$ cat config.mk
export PLATFORM = sky130hd
export DESIGN_NAME = sltf_top
export DESIGN_NICKNAME = d
export VERILOG_FILES = /design/src/verilog/sltf_pkg.sv /design/src/verilog/sltf_top.sv
export VERILOG_INCLUDE_DIRS = /design/src /design/src/verilog
export SDC_FILE = /design/constraint.sdc
export NUM_CORES = 1
export LEC_CHECK = 0
export ABC_AREA = 1
export BUFFER_PORTS_ARGS = -buffer_cell sky130_fd_sc_hd__buf_2
export CAP_MARGIN = 30
export CORE_MARGIN = 5
export CORE_UTILIZATION = 40
export CTS_BUF_LIST = sky130_fd_sc_hd__clkbuf_4
export CTS_CLUSTER_SIZE = 12
export DETAILED_ROUTE_END_ITERATION = 7
export GPL_ROUTABILITY_DRIVEN = 0
export GPL_TIMING_DRIVEN = 0
export PLACE_DENSITY = 0.9
export SYNTH_ARGS = -nofsm -noshare
export SYNTH_HDL_FRONTEND = slang
export SYNTH_SLANG_ARGS = --single-unit
$ cat constraint.sdc
create_clock -name clk_i -period 1.4 [get_ports clk_i]
set_input_delay 0.42 -clock clk_i [delete_from_list [all_inputs] [get_ports clk_i]]
set_output_delay 0.42 -clock clk_i [all_outputs]
set_load 0.05 [all_outputs]
$ cat src/verilog/sltf_regs.svh
`ifndef SLTF_REGS_SVH
`define SLTF_REGS_SVH

// ----------------------------------------------------------------------
// Register offsets (byte address = 4 * index)
// ----------------------------------------------------------------------
`define SLTF_IDX_TEST      12'h205
`define SLTF_IDX_DID       12'h206
`define SLTF_IDX_FRAME_END 12'h207
`define SLTF_IDX_STATUS    12'h208

// ----------------------------------------------------------------------
// Reset values and fields
// ----------------------------------------------------------------------
`define SLTF_RST_TEST      5'h00
`define SLTF_RST_DID       8'h00
`define SLTF_RST_FRAME_END 2'h0
`define SLTF_STAT_LINK_UP  6
`define SLTF_STAT_SYNC     5
`define SLTF_STAT_REALIGN  4
`define SLTF_STAT_MULTIFRAME_PHASE_SET_FLAG  3
`define SLTF_STAT_LOCK     2

// ----------------------------------------------------------------------
// Pattern codes and characters
// ----------------------------------------------------------------------
`define SLTF_TP_OFF        5'h00
`define SLTF_TP_PRBS7      5'h01
`define SLTF_TP_PRBS15     5'h02
`define SLTF_TP_PRBS23     5'h03
`define SLTF_TP_RAMP       5'h04
`define SLTF_TP_TRANSPORT  5'h05
`define SLTF_TP_D215       5'h06
`define SLTF_TP_K285       5'h07
`define SLTF_TP_ILA        5'h08
`define SLTF_TP_RPAT       5'h09
`define SLTF_TP_LOW        5'h0A
`define SLTF_TP_HIGH       5'h0B
`define SLTF_TP_PRBS9      5'h0D
`define SLTF_TP_PRBS31     5'h0E
`define SLTF_TP_CLOCK      5'h0F
`define SLTF_TP_K287       5'h10
`define SLTF_CLOCK_WORD    16'h00FF
`define SLTF_K28_7         8'hFC
`define SLTF_K28_1         8'h3C
`define SLTF_K28_5         8'hBC
`define SLTF_D21_5         8'hB5

`endif

$ cat src/verilog/sltf_pkg.sv
package sltf_pkg;

    typedef enum logic [3:0] {
        SLTF_SRC_DATA,
        SLTF_SRC_PRBS,
        SLTF_SRC_RAMP,
        SLTF_SRC_TRANSPORT,
        SLTF_SRC_CHAR,
        SLTF_SRC_ILA,
        SLTF_SRC_RPAT,
        SLTF_SRC_LOW,
        SLTF_SRC_HIGH,
        SLTF_SRC_CLOCK
    } sltf_src_t;

    typedef enum logic [2:0] {
        SLTF_PRBS_NONE,
        SLTF_PRBS_7,
        SLTF_PRBS_9,
        SLTF_PRBS_15,
        SLTF_PRBS_23,
        SLTF_PRBS_31
    } sltf_prbs_t;

    // Decoded lane configuration handed to the link layer
    typedef struct packed {
        sltf_src_t  source;
        sltf_prbs_t prbs;
        logic [7:0] char_code;
        logic       char_is_k;
        logic [15:0] static_word;
        logic [7:0] did_link_a;
        logic [7:0] did_link_b;
        logic [7:0] frame_end_char;
        logic       frame_end_en;
    } sltf_cfg_t;

    // Link condition inputs
    typedef struct packed {
        logic link_up;
        logic sync_req_n;
        logic pll_locked;
        logic sysref_event;
        logic phase_shift;
    } sltf_link_t;

endpackage : sltf_pkg

$ cat src/verilog/sltf_top.sv
// Chosen here: register access over Wishbone.
`timescale 1ns/1ps
`include "sltf_regs.svh"
// Behaviour
// - Five-bit pattern select, zero means normal data
// - Codes 1,2,3 give PRBS7, PRBS15, PRBS23
// - Codes 13,14 give PRBS9, PRBS31
// - Code 4 ramp, code 5 transport pattern
// - Codes 6,7,8,9,16 give characters, ILA, RPAT
// - Code 10 lanes low, code 11 high
// - Code 15 emits 0x00FF clock word
// - Eight-bit identifier in second ILA multiframe
// - Link A sends identifier, link B plus one
// - Identifier bit zero always stored as zero
// - Frame-end select: K28.7, K28.1, K28.5, reserved
// - Frame-end character inserted opportunistically only
// - Frame-end select ignored in 64b/66b modes
// - Status bits 6..2: up, sync, realign, multiframe_phase_set_flag, lock
// - Multiframe_phase_set_flag flag sets on first event, W1C
// - Realign flag sets on phase shift, W1C
// - Sync bit reads inverse of sync request
// - Lock and link-up bits follow live state
module sltf_top
    import sltf_pkg::*;
#(
    parameter int ADR_W = 14
) (
    input  wire logic             clk_i,
    input  wire logic             rst_i,
    input  wire logic             wb_cyc_i,
    input  wire logic             wb_stb_i,
    input  wire logic             wb_we_i,
    input  wire logic [ADR_W-1:0] wb_adr_i,
    input  wire logic [3:0]       wb_sel_i,
    input  wire logic [31:0]      wb_dat_i,
    output logic      [31:0]      wb_dat_o,
    output logic                  wb_ack_o,
    output logic                  wb_err_o,
    input  wire logic             link_enable_i,
    input  wire logic             link_mode_8b10b_i,
    input  wire logic             frame_end_ok_i,
    input  wire sltf_pkg::sltf_link_t link_i,
    output sltf_pkg::sltf_cfg_t   cfg_o,
    output logic                  frame_end_insert_o
);
    import sltf_pkg::*;

    // ------------------------------------------------------------------
    // Bus decode
    // ------------------------------------------------------------------
    logic             req;
    logic [ADR_W-3:0] idx;
    logic             hit_test;
    logic             hit_did;
    logic             hit_frame_end;
    logic             hit_stat;
    logic             hit_any;
    logic             wr;
    logic             wr_test;
    logic             wr_did;
    logic             wr_frame_end;
    logic             wr_stat;

    // A pending ack or err blocks a second take of the same request
    assign req           = wb_cyc_i && wb_stb_i && !wb_ack_o && !wb_err_o;
    // Byte address; the two low bits select a byte and are ignored
    assign idx           = wb_adr_i[ADR_W-1:2];
    assign hit_test      = idx == `SLTF_IDX_TEST;
    assign hit_did       = idx == `SLTF_IDX_DID;
    assign hit_frame_end = idx == `SLTF_IDX_FRAME_END;
    assign hit_stat      = idx == `SLTF_IDX_STATUS;
    assign hit_any       = hit_test || hit_did || hit_frame_end || hit_stat;

    // ------------------------------------------------------------------
    // Write strobes
    // ------------------------------------------------------------------
    // Every field sits in byte lane 0, so only sel[0] can enable a write;
    // a write with it low is still acknowledged but changes nothing
    assign wr            = req && hit_any && wb_we_i && wb_sel_i[0];
    assign wr_test       = wr && hit_test;
    assign wr_did        = wr && hit_did;
    assign wr_frame_end  = wr && hit_frame_end;
    assign wr_stat       = wr && hit_stat;

    // ------------------------------------------------------------------
    // Configuration registers
    // ------------------------------------------------------------------
    // No shadow copies: software only rewrites these while the link is
    // disabled, so the lane logic may see a new value on any cycle
    logic [4:0] test_pattern_select_q;
    logic [7:0] did_q;
    logic [1:0] frame_end_comma_select_q;

    always_ff @(posedge clk_i) begin
        if (rst_i) begin
            test_pattern_select_q <= `SLTF_RST_TEST;
        end else if (wr_test) begin
            test_pattern_select_q <= wb_dat_i[4:0];
        end
    end

    always_ff @(posedge clk_i) begin
        if (rst_i) begin
            did_q <= `SLTF_RST_DID;
        end else if (wr_did) begin
            // Bit zero is dropped here, so reads and both links agree
            did_q <= {wb_dat_i[7:1], 1'b0};
        end
    end

    always_ff @(posedge clk_i) begin
        if (rst_i) begin
            frame_end_comma_select_q <= `SLTF_RST_FRAME_END;
        end else if (wr_frame_end) begin
            frame_end_comma_select_q <= wb_dat_i[1:0];
        end
    end

    // ------------------------------------------------------------------
    // Status flags
    // ------------------------------------------------------------------
    logic armed_q;
    logic multiframe_phase_set_flag_q;
    logic realigned_q;
    logic set_multiframe_phase_set_flag;
    logic set_realigned;
    logic clr_multiframe_phase_set_flag;
    logic clr_realigned;

    assign set_multiframe_phase_set_flag   = link_enable_i && armed_q && link_i.sysref_event;
    assign set_realigned = link_i.sysref_event && link_i.phase_shift;
    assign clr_multiframe_phase_set_flag   = wr_stat && wb_dat_i[`SLTF_STAT_MULTIFRAME_PHASE_SET_FLAG];
    assign clr_realigned = wr_stat && wb_dat_i[`SLTF_STAT_REALIGN];

    // Armed while the link is off, so only the first event after enabling
    // sets multiframe_phase_set_flag; reset leaves it armed because nothing has multiframe_phase_set_flag yet
    always_ff @(posedge clk_i) begin
        if (rst_i) begin
            armed_q <= 1'b1;
        end else if (!link_enable_i) begin
            armed_q <= 1'b1;
        end else if (link_i.sysref_event) begin
            armed_q <= 1'b0;
        end
    end

    // Set wins over a clear in the same cycle
    always_ff @(posedge clk_i) begin
        if (rst_i) begin
            multiframe_phase_set_flag_q <= 1'b0;
        end else if (set_multiframe_phase_set_flag) begin
            multiframe_phase_set_flag_q <= 1'b1;
        end else if (clr_multiframe_phase_set_flag) begin
            multiframe_phase_set_flag_q <= 1'b0;
        end
    end

    always_ff @(posedge clk_i) begin
        if (rst_i) begin
            realigned_q <= 1'b0;
        end else if (set_realigned) begin
            realigned_q <= 1'b1;
        end else if (clr_realigned) begin
            realigned_q <= 1'b0;
        end
    end

    // ------------------------------------------------------------------
    // Status word
    // ------------------------------------------------------------------
    // Link up, sync and lock are live levels, not latched, so a read
    // shows the link as it stands; only the two event flags are sticky
    logic [7:0] status;

    always_comb begin
        status = 8'h00;
        status[`SLTF_STAT_LINK_UP] = link_i.link_up;
        status[`SLTF_STAT_SYNC]    = link_i.sync_req_n;
        status[`SLTF_STAT_REALIGN] = realigned_q;
        status[`SLTF_STAT_MULTIFRAME_PHASE_SET_FLAG] = multiframe_phase_set_flag_q;
        status[`SLTF_STAT_LOCK]    = link_i.pll_locked;
    end

    // ------------------------------------------------------------------
    // Bus answer: one cycle after request, unmapped gets err
    // ------------------------------------------------------------------
    // Fixed single wait state; a write lands at the take edge, so it is
    // already visible by the time the master sees ack
    always_ff @(posedge clk_i) begin
        if (rst_i) begin
            wb_ack_o <= 1'b0;
            wb_err_o <= 1'b0;
        end else begin
            wb_ack_o <= req && hit_any;
            wb_err_o <= req && !hit_any;
        end
    end

    always_ff @(posedge clk_i) begin
        if (rst_i) begin
            wb_dat_o <= 32'h0000_0000;
        end else if (req && !wb_we_i) begin
            // Upper and reserved bits always read as zero
            wb_dat_o <= 32'h0000_0000;
            if (hit_test) begin
                wb_dat_o[4:0] <= test_pattern_select_q;
            end
            if (hit_did) begin
                wb_dat_o[7:0] <= did_q;
            end
            if (hit_frame_end) begin
                wb_dat_o[1:0] <= frame_end_comma_select_q;
            end
            if (hit_stat) begin
                wb_dat_o[7:0] <= status;
            end
        end
    end

    // ------------------------------------------------------------------
    // Pattern decode
    // ------------------------------------------------------------------
    sltf_cfg_t  cfg_d;
    logic [7:0] fe_char;

    // ------------------------------------------------------------------
    // Frame-end character
    // ------------------------------------------------------------------
    // Reserved code 3 falls back to the standard character rather than
    // sending something a receiver could mistake for a comma
    always_comb begin
        case (frame_end_comma_select_q)
            2'h0:    fe_char = `SLTF_K28_7;
            2'h1:    fe_char = `SLTF_K28_1;
            2'h2:    fe_char = `SLTF_K28_5;
            default: fe_char = `SLTF_K28_7;
        endcase
    end

    // ------------------------------------------------------------------
    // Test pattern select
    // ------------------------------------------------------------------
    // Everything not named below stays zero, so fields that a source
    // does not use never carry stale values into the lane logic
    always_comb begin
        cfg_d             = '0;
        cfg_d.source      = SLTF_SRC_DATA;
        cfg_d.prbs        = SLTF_PRBS_NONE;
        cfg_d.did_link_a  = did_q;
        // The identifier is even, so the sum below never wraps
        cfg_d.did_link_b  = did_q + 8'h01;
        cfg_d.frame_end_char = fe_char;
        cfg_d.frame_end_en   = link_mode_8b10b_i;
        case (test_pattern_select_q)
            `SLTF_TP_OFF: begin
                cfg_d.source = SLTF_SRC_DATA;
                cfg_d.prbs   = SLTF_PRBS_NONE;
            end
            `SLTF_TP_PRBS7: begin
                cfg_d.source = SLTF_SRC_PRBS;
                cfg_d.prbs   = SLTF_PRBS_7;
            end
            `SLTF_TP_PRBS15: begin
                cfg_d.source = SLTF_SRC_PRBS;
                cfg_d.prbs   = SLTF_PRBS_15;
            end
            `SLTF_TP_PRBS23: begin
                cfg_d.source = SLTF_SRC_PRBS;
                cfg_d.prbs   = SLTF_PRBS_23;
            end
            `SLTF_TP_PRBS9: begin
                cfg_d.source = SLTF_SRC_PRBS;
                cfg_d.prbs   = SLTF_PRBS_9;
            end
            `SLTF_TP_PRBS31: begin
                cfg_d.source = SLTF_SRC_PRBS;
                cfg_d.prbs   = SLTF_PRBS_31;
            end
            `SLTF_TP_RAMP: begin
                cfg_d.source = SLTF_SRC_RAMP;
            end
            `SLTF_TP_TRANSPORT: begin
                cfg_d.source = SLTF_SRC_TRANSPORT;
            end
            `SLTF_TP_D215: begin
                cfg_d.source    = SLTF_SRC_CHAR;
                cfg_d.char_code = `SLTF_D21_5;
                cfg_d.char_is_k = 1'b0; // data character, not control
            end
            `SLTF_TP_K285: begin
                cfg_d.source    = SLTF_SRC_CHAR;
                cfg_d.char_code = `SLTF_K28_5;
                cfg_d.char_is_k = 1'b1;
            end
            `SLTF_TP_ILA: begin
                cfg_d.source = SLTF_SRC_ILA;
            end
            `SLTF_TP_RPAT: begin
                cfg_d.source = SLTF_SRC_RPAT;
            end
            `SLTF_TP_K287: begin
                cfg_d.source    = SLTF_SRC_CHAR;
                cfg_d.char_code = `SLTF_K28_7;
                cfg_d.char_is_k = 1'b1;
            end
            `SLTF_TP_LOW: begin
                cfg_d.source      = SLTF_SRC_LOW;
                cfg_d.static_word = 16'h0000;
            end
            `SLTF_TP_HIGH: begin
                cfg_d.source      = SLTF_SRC_HIGH;
                cfg_d.static_word = 16'hFFFF;
            end
            `SLTF_TP_CLOCK: begin
                cfg_d.source      = SLTF_SRC_CLOCK;
                cfg_d.static_word = `SLTF_CLOCK_WORD;
            end
            // Reserved codes fall back to normal data, the safest output
            // if software breaks the rule and writes one
            default: begin
                cfg_d.source = SLTF_SRC_DATA;
            end
        endcase
    end

    // ------------------------------------------------------------------
    // Registered outputs
    // ------------------------------------------------------------------
    // One register stage keeps the wide decode off the lane logic's path
    always_ff @(posedge clk_i) begin
        if (rst_i) begin
            cfg_o <= '0;
        end else begin
            cfg_o <= cfg_d;
        end
    end

    // Frame end replaces the last character only when the link layer
    // reports the replacement conditions met, never on 64b/66b
    always_ff @(posedge clk_i) begin
        if (rst_i) begin
            frame_end_insert_o <= 1'b0;
        end else begin
            frame_end_insert_o <= frame_end_ok_i && link_mode_8b10b_i
                                  && link_enable_i;
        end
    end

endmodule : sltf_top

# == Word-level counts from Yosys, hierarchy flattened ==
# Cells that the tools add are included.
# op_classes
addsub,1
multipliers,0
n_div,0
n_lt_le_gt_ge,0
n_eq_ne,21
shifts,0
muxes,13
bitwise_logic,1
n_reduce_logical,31
# ops
op,n
"equality test 12 x 10 -> 1 bit, second input constant",4
case mux 4 bit (9 select lines),1
"equality test 5 x 4 -> 1 bit, second input constant",7
case mux 16 bit (2 select lines),1
case mux 9 bit (3 select lines),1
"equality test 5 x 3 -> 1 bit, second input constant",4
logical AND 1 bit,19
2-to-1 mux 8 bit,2
case mux 8 bit (2 select lines),1
case mux 3 bit (5 select lines),1
"equality test 5 x 2 -> 1 bit, second input constant",2
"adder 8 x 1 -> 8 bit, second input constant",1
"equality test 5 x 1 -> 1 bit, second input constant",1
"equality test 5 bit, second input constant",1
2-to-1 mux 5 bit,1
OR reduction 5 bit,1
zero test 1 bit,4
2-to-1 mux 1 bit,4
nonzero test 2 bit,2
logical OR 1 bit,3
OR reduction 3 bit,1
"equality test 2 x 1 -> 1 bit, second input constant",1
"equality test 2 bit, second input constant",1
2-to-1 mux 2 bit,1
2 further kinds,2
# totals
reg_bits,84
latchBits,0
ramBits,0
romBits,0
input_bits,63
n_memories,0

# == Logic depth before layout (Yosys ltp) ==
# Gate-level depths: netlist of run 1.
# depth
ltp_word,11
mapped_depth,11
mapped_depth_nobuf,10

# == Least setup slack after synthesis of run 1 ==
# No wires, ideal clock.
# synth_timing
path_kind,register to register
from,reg wb_ack_o
to,reg did_q[1]
setup_time_ps,113
arrival_ps,1449
setup_slack_ps,-162
path_stages_with_launch,8
cell_sequence,dfxtp_1 > nor2_1 > nand3_1 > nor2_2 > nand3_4 > buf_6 > o21ai_1 > nor2_1
# synth_between
elab_chain_cells,7
# synth_rtl
element,line,rtl
"start, declared",sltf_top.sv:37,"output logic wb_ack_o,"
"start signal, assigned",sltf_top.sv:194,wb_ack_o <= req && hit_any;
zero test 1 bit,sltf_top.sv:65,assign req = wb_cyc_i && wb_stb_i && !wb_ack_o && !wb_err_o;
logical AND 1 bit (2 in a row),sltf_top.sv:65,
logical AND 1 bit (3 in a row),sltf_top.sv:79,assign wr = req && hit_any && wb_we_i && wb_sel_i[0];
logical AND 1 bit,sltf_top.sv:81,assign wr_did = wr && hit_did;
"end signal, assigned",sltf_top.sv:104,did_q <= `SLTF_RST_DID;
"end signal, assigned",sltf_top.sv:107,"did_q <= {wb_dat_i[7:1], 1'b0};"
"end, declared",sltf_top.sv:91,logic [7:0] did_q;
# No other way between the ends.
# A chain may end at the register's enable or synchronous reset.

==> reports/metrics.csv, run 1 <==
metric;value;unit
status;finished, violations left;
failing checks;setup timing;
die area;0.00816;mm^2
CTS Buf Count;5;
Layout area overhead;55.2;%
leading area contributor after synthesis;dfxtp_1;
placed inst area;0.00330;mm^2
fmax;0.669;GHz
RSZ-0062 raised after global routing;true;
Hold Path Class;input port to register;
Wirelength per Cell;12.4;um
Worst Hold Launch;link_enable_i;
Clock transition at path regs;0.16;ns
Static Leak;2.04;nW
mapped cell area;0.00258;mm^2
final hold violation count;0;
I/O Pins;155;
largest net degree at the start of global routing;17;
Total Wirelength;6980;um
clock share of power;29.7;%
PD cells;729;mW/mm^2
Global Route met3 Usage;5.67;%
logic gate share of total power;18.7;%
CTS tree;built;
Seq/Total Area, Yosys;40.3;%
Worst EP required;0.98;ns
clk_lat worst skew;0.38;ns
GRT busiest layer;met2;
Mapped Avg Cell Area;7.37;um^2
critical path type;register to output port;
initial antenna violation count;0;
fraction of layout cells with a size suffix above 1;45.2;%
Final Cycle Share;107;%
total track usage;16.0;%
largest fanout on the critical path;8;
synth warn;0;
CTS Sinks;52;
Synth area leaders;dfxtp_1 (40%), buf_4 (17%), inv_1 (8.0%);
sequential power share;51.6;%
Post-Syn Instances;350;
vias;2497;
Arrival @ worst endpoint;1.08;ns
CORE AREA;0.00631;mm^2
CP endpoint kind;output port;
Total Power;2.92;mW
antenna cells;0;
cts hold-fix bufs;0;
Yosys top cell area share;40.3;%
DRC viols;0;
gr ovfl total;0;
switching power;0.875;mW
crit path from;cfg_o[39];
Clock Path Buffers;2;
Worst IR Drop VDD;0.544;mV
met1 Track Usage GR;17.6;%
Sw Ratio;30.0;%
chip height;90.3;um
vias in the first global route;2349;
Setup TNS;-1.76;ns
Final #Nets;548;
final setup vio count;28;
Vias/cell;4.44;
IO buf count;96;
final worst slack;-0.0954;ns
FF-to-FF Start;wb_err_o;
Die Width;90.3;um
worst hold slack;0.266;ns
Root Driver;clkbuf_4;
skew final;0.0186;ns
#FFs+latches synth;52;
H-Tree Depth;2;
first-pass GRT wire length;11000;um
crit start category;register;
starting density of the core;40.9;%
maxcap violations;0;
DR iter-0 viols;134;
row cnt;29;
DP Wirelength;5090;um
M2 GR Usage;28.9;%
antenna viol nets, final;0;
Pre-antenna DRT Iters;4;
Tmin final;1.50;ns
Netlist cell types;31;
Finished Cell Area;0.00401;mm^2
P_int;2.04;mW
Final Max Tran Viols;0;
[cells in the mapped netlist (all sizes together)]
library cell,number
buf,58
inv,56
dfxtp,52
nor2,52
nand2,50
o21ai,30
a21oi,13
nand3,10
nor3,7
clkbuf,5
nand4,4
o211ai,4
a221oi,1
a31oi,1
a41oi,1
and3,1
clkinv,1
conb,1
ha,1
o22ai,1
o31ai,1
[registers in the layout, indices dropped and copies added (netlist names)]
signal and flops:
test_pattern_select_q 5, armed_q 1, wb_err_o 1, wb_ack_o 1, realigned_q 1, frame_end_insert_o 1, multiframe_phase_set_flag_q 1, did_q 7
cfg_o 24, frame_end_comma_select_q 2, wb_dat_o 8
[worst paths after layout]
kind                            slack [ns]        end  cells after the start
worst max-delay path                  -0.1  cfg_o[37]                      2
worst min-delay path                  0.27    armed_q                      2
worst min register to register        0.46  cfg_o[10]                      2
worst max register to register        0.02   did_q[4]                      7
[layout by cell type (no fill, tap or decap), drive strengths merged, types with 10 or more instances in the layout]
| cell | n |
|---|---|
| buf | 154 |
| clkbuf | 14 |
| conb | 28 |
| inv | 56 |
| nand3 | 10 |
| nand2 | 50 |
| a21oi | 13 |
| nor2 | 52 |
| dfxtp | 52 |
| o21ai | 30 |
[cells by family (layout without fill, tap and decap cells)]
group	after synthesis	in the layout	share of synthesized area, %
simple gates	124	124	21.8
buf+inv	120	228	26.0
compound gates	52	52	11.2
flops	52	52	40.3
fa+ha+maj	1	1	0.485
other cells	1	28	0.145
[critical path, stage by stage (launching register included)]
cell and delay (ns):
dfxtp_4 0.41, buf_4 0.14, buf_8 0.14
[power by group through the flow]
stage                     sequential (mW)  combinational (mW)  clock [mW]
after floorplan                      1.59               0.338           0
after global placement               1.54               0.486           0
after detailed placement             1.54               0.492           0
after CTS                            1.51               0.520       0.879
after global routing                 1.51               0.577       0.949
final                                1.51               0.545       0.866
[through the flow]
stage / worst slack (ns) / utilization [%] / std cells
2_1_floorplan: -0.0400 / - / 377
3_3_place_gp: -0.270 / 52.3 / 550
3_5_place_dp: -0.325 / 52.3 / 550
4_1_cts: -0.0907 / 60.0 / 559
5_1_grt: -0.145 / 63.4 / 562
6_report: -0.0954 / 63.4 / 562
[layer usage]
layer,routed length (um),vias to the layer above,share of wire [%]
met4,108,0,1.5
met3,657,13,9.4
met5,0,-,0
met2,3630,115,52
li1,-,1268,-
met1,2590,1101,37
[repair_timing]
| action | CTS | global route |
|---|---|---|
| buffers inserted | 1 | 3 |
| endpoints found under the setup margin | 58 | 71 |
| resized for setup | 132 | 70 |
| pin swaps | 1 | 8 |
[area by class of cell]
type                    instances  area [um^2]
plain buffers                  63          523
inverters                      57          216
clock buffers                   5         37.5
well taps                      77         96.3
fillers                       523         2310
multi-input cells             205         1060
repair buffers                100          956
clock inverters                 3         42.5
flip-flops and latches         52         1070
Note: power is estimated with default switching activity, not from simulation.
==> inputs of run 2 (changes only) <==
--- a/config.mk
+++ b/config.mk
@@ -17,6 +17,7 @@
 export GPL_ROUTABILITY_DRIVEN = 0
 export GPL_TIMING_DRIVEN = 0
 export PLACE_DENSITY = 0.9
+export REMOVE_ABC_BUFFERS = 1
 export SYNTH_ARGS = -nofsm -noshare
 export SYNTH_HDL_FRONTEND = slang
 export SYNTH_SLANG_ARGS = --single-unit
==> run 2 against run 1 <==
The flow still finishes with violations (setup timing). Routed wire length decreased by 0.89%. Non-clock buffer count decreased by 57. Final area decreased by 13%.
==> reports/metrics.csv, run 2 (synthesis gave the netlist of run 1 again) <==
metric;value;unit
Top Registers;cfg_o (24), wb_dat_o (8), did_q (7);
Static Leak;1.71;nW
commonest cells after routing, fill and taps aside;inv_1 (51), buf_6 (50), nor2_1 (45);
DR iter-0 viols;97;
DP Wirelength;4580;um
Worst IR Drop VDD;0.511;mV
IO buf count;97;
vias in the first global route;2216;
Fillers;577;
initial antenna violation count;0;
fmax;0.702;GHz
crit start category;register;
Arrival @ worst endpoint;1.00;ns
Die Width;90.3;um
DRC viols;0;
I/O Pins;155;
reg-to-reg slack, setup;0;ns
routed wl met2;3630;um
antenna cells;0;
critical path type;register to output port;
met3 routed WL;697;um
CTS Sinks;52;
vias;2339;
CTS Buf Count;5;
Worst slew margin;62.5;%
Reg with most FFs;cfg_o;
antenna viol nets, final;0;
final setup vio count;18;
Wirelength per Cell;13.6;um
final hold violation count;0;
placed cell count;488;
fin util;55.3;%
Top delay family on crit path;flip-flops;
Root Driver;clkbuf_4;
Final Max Tran Viols;0;
largest fanout on the critical path;8;
failing checks;setup timing;
crit path from;cfg_o[39];
met1 WL;2490;um
FF-to-FF Start;wb_ack_o;
largest net degree at the start of global routing;27;
CP endpoint kind;output port;
Layout area overhead;35.2;%
Total Wirelength;6920;um
CP peak stage delay;0.45;ns
chip height;90.3;um
skew final;0.0129;ns
Clock Path Buffers;2;
Pre-antenna DRT Iters;4;
Max Used Layer;met4;
Slowest cell on crit path;dfxtp_4;
first-pass GRT wire length;10200;um
Final Cycle Share;102;%
row cnt;29;
Final #Nets;493;
Cell Chain, Critical Path;buf_6;
RSZ-0062 raised after global routing;true;
final worst slack;-0.0241;ns
final cell count without fillers;507;
Vias/cell;4.61;
max reg flops;24;
CORE AREA;0.00631;mm^2
crit path buf inv count;1;
die area;0.00816;mm^2
Worst EP required;0.98;ns
Clock transition at path regs;0.16;ns
starting density of the core;40.9;%
maxcap violations;0;
Worst Hold Launch;link_mode_8b10b_i;
H-Tree Depth;2;
PD cells;816;mW/mm^2
Hold Path Class;input port to register;
Slew @ Worst Pin;0.562;ns
total track usage;15.2;%
status;finished, violations left;
most common cell after layout, fill and taps aside;inv_1;
gr ovfl total;0;
CTS tree;built;
Setup TNS;-0.321;ns
worst slack, placed;-0.443;ns
Tmin final;1.42;ns
fraction of layout cells with a size suffix above 1;37.7;%
clk_lat worst skew;0.38;ns
[run 2: final timing paths]
| path | cells past startpoint | endpoint |
|---|---|---|
| worst max-delay path | 1 | cfg_o[36] |
| worst min-delay path | 3 | cfg_o[0] |
| worst max register to register | 9 | wb_dat_o[2] |
| worst min register to register | 2 | cfg_o[12] |
[run 2: layout make-up]
type	instances	area [um^2]	share of cell area, %
flip-flops and latches	52	1080	30.8
multi-input cells	206	1050	30.2
repair buffers	106	951	27.2
inverters	57	225	6.45
well taps	77	96.3	2.76
clock inverters	3	42.5	1.22
clock buffers	5	37.5	1.08
repair inverters	1	7.51	0.215
[run 2: repair_timing]
action / in CTS / in global routing
cloned: 1 / 1
resized for setup: 84 / 88
hold buffers: 0 / 0
pin swaps: 2 / 5
buffers inserted: 3 / 6
endpoints found under the setup margin: 75 / 76
[run 2: where the power goes]
part           internal [mW]  switching, mW  total, mW
clock                  0.373          0.494      0.867
sequential              1.49         0.0137       1.51
combinational          0.120          0.355      0.475
[run 2: layer usage]
| layer | GRT usage, % | vias up |
|---|---|---|
| met4 | 5.09 | 0 |
| li1 | - | 1164 |
| met3 | 4.67 | 12 |
| met2 | 28.0 | 123 |
| met1 | 16.4 | 1040 |
| met5 | 0 | - |
[run 2: per-stage QoR]
step	hold slack (ns)	total power, mW	area, um^2
after floorplan	0.423	1.84	2220
after global placement	0.444	1.94	2810
after detailed placement	0.451	1.95	2810
after CTS	0.226	2.83	3190
after global routing	0.235	2.97	3490
final	0.236	2.85	3490
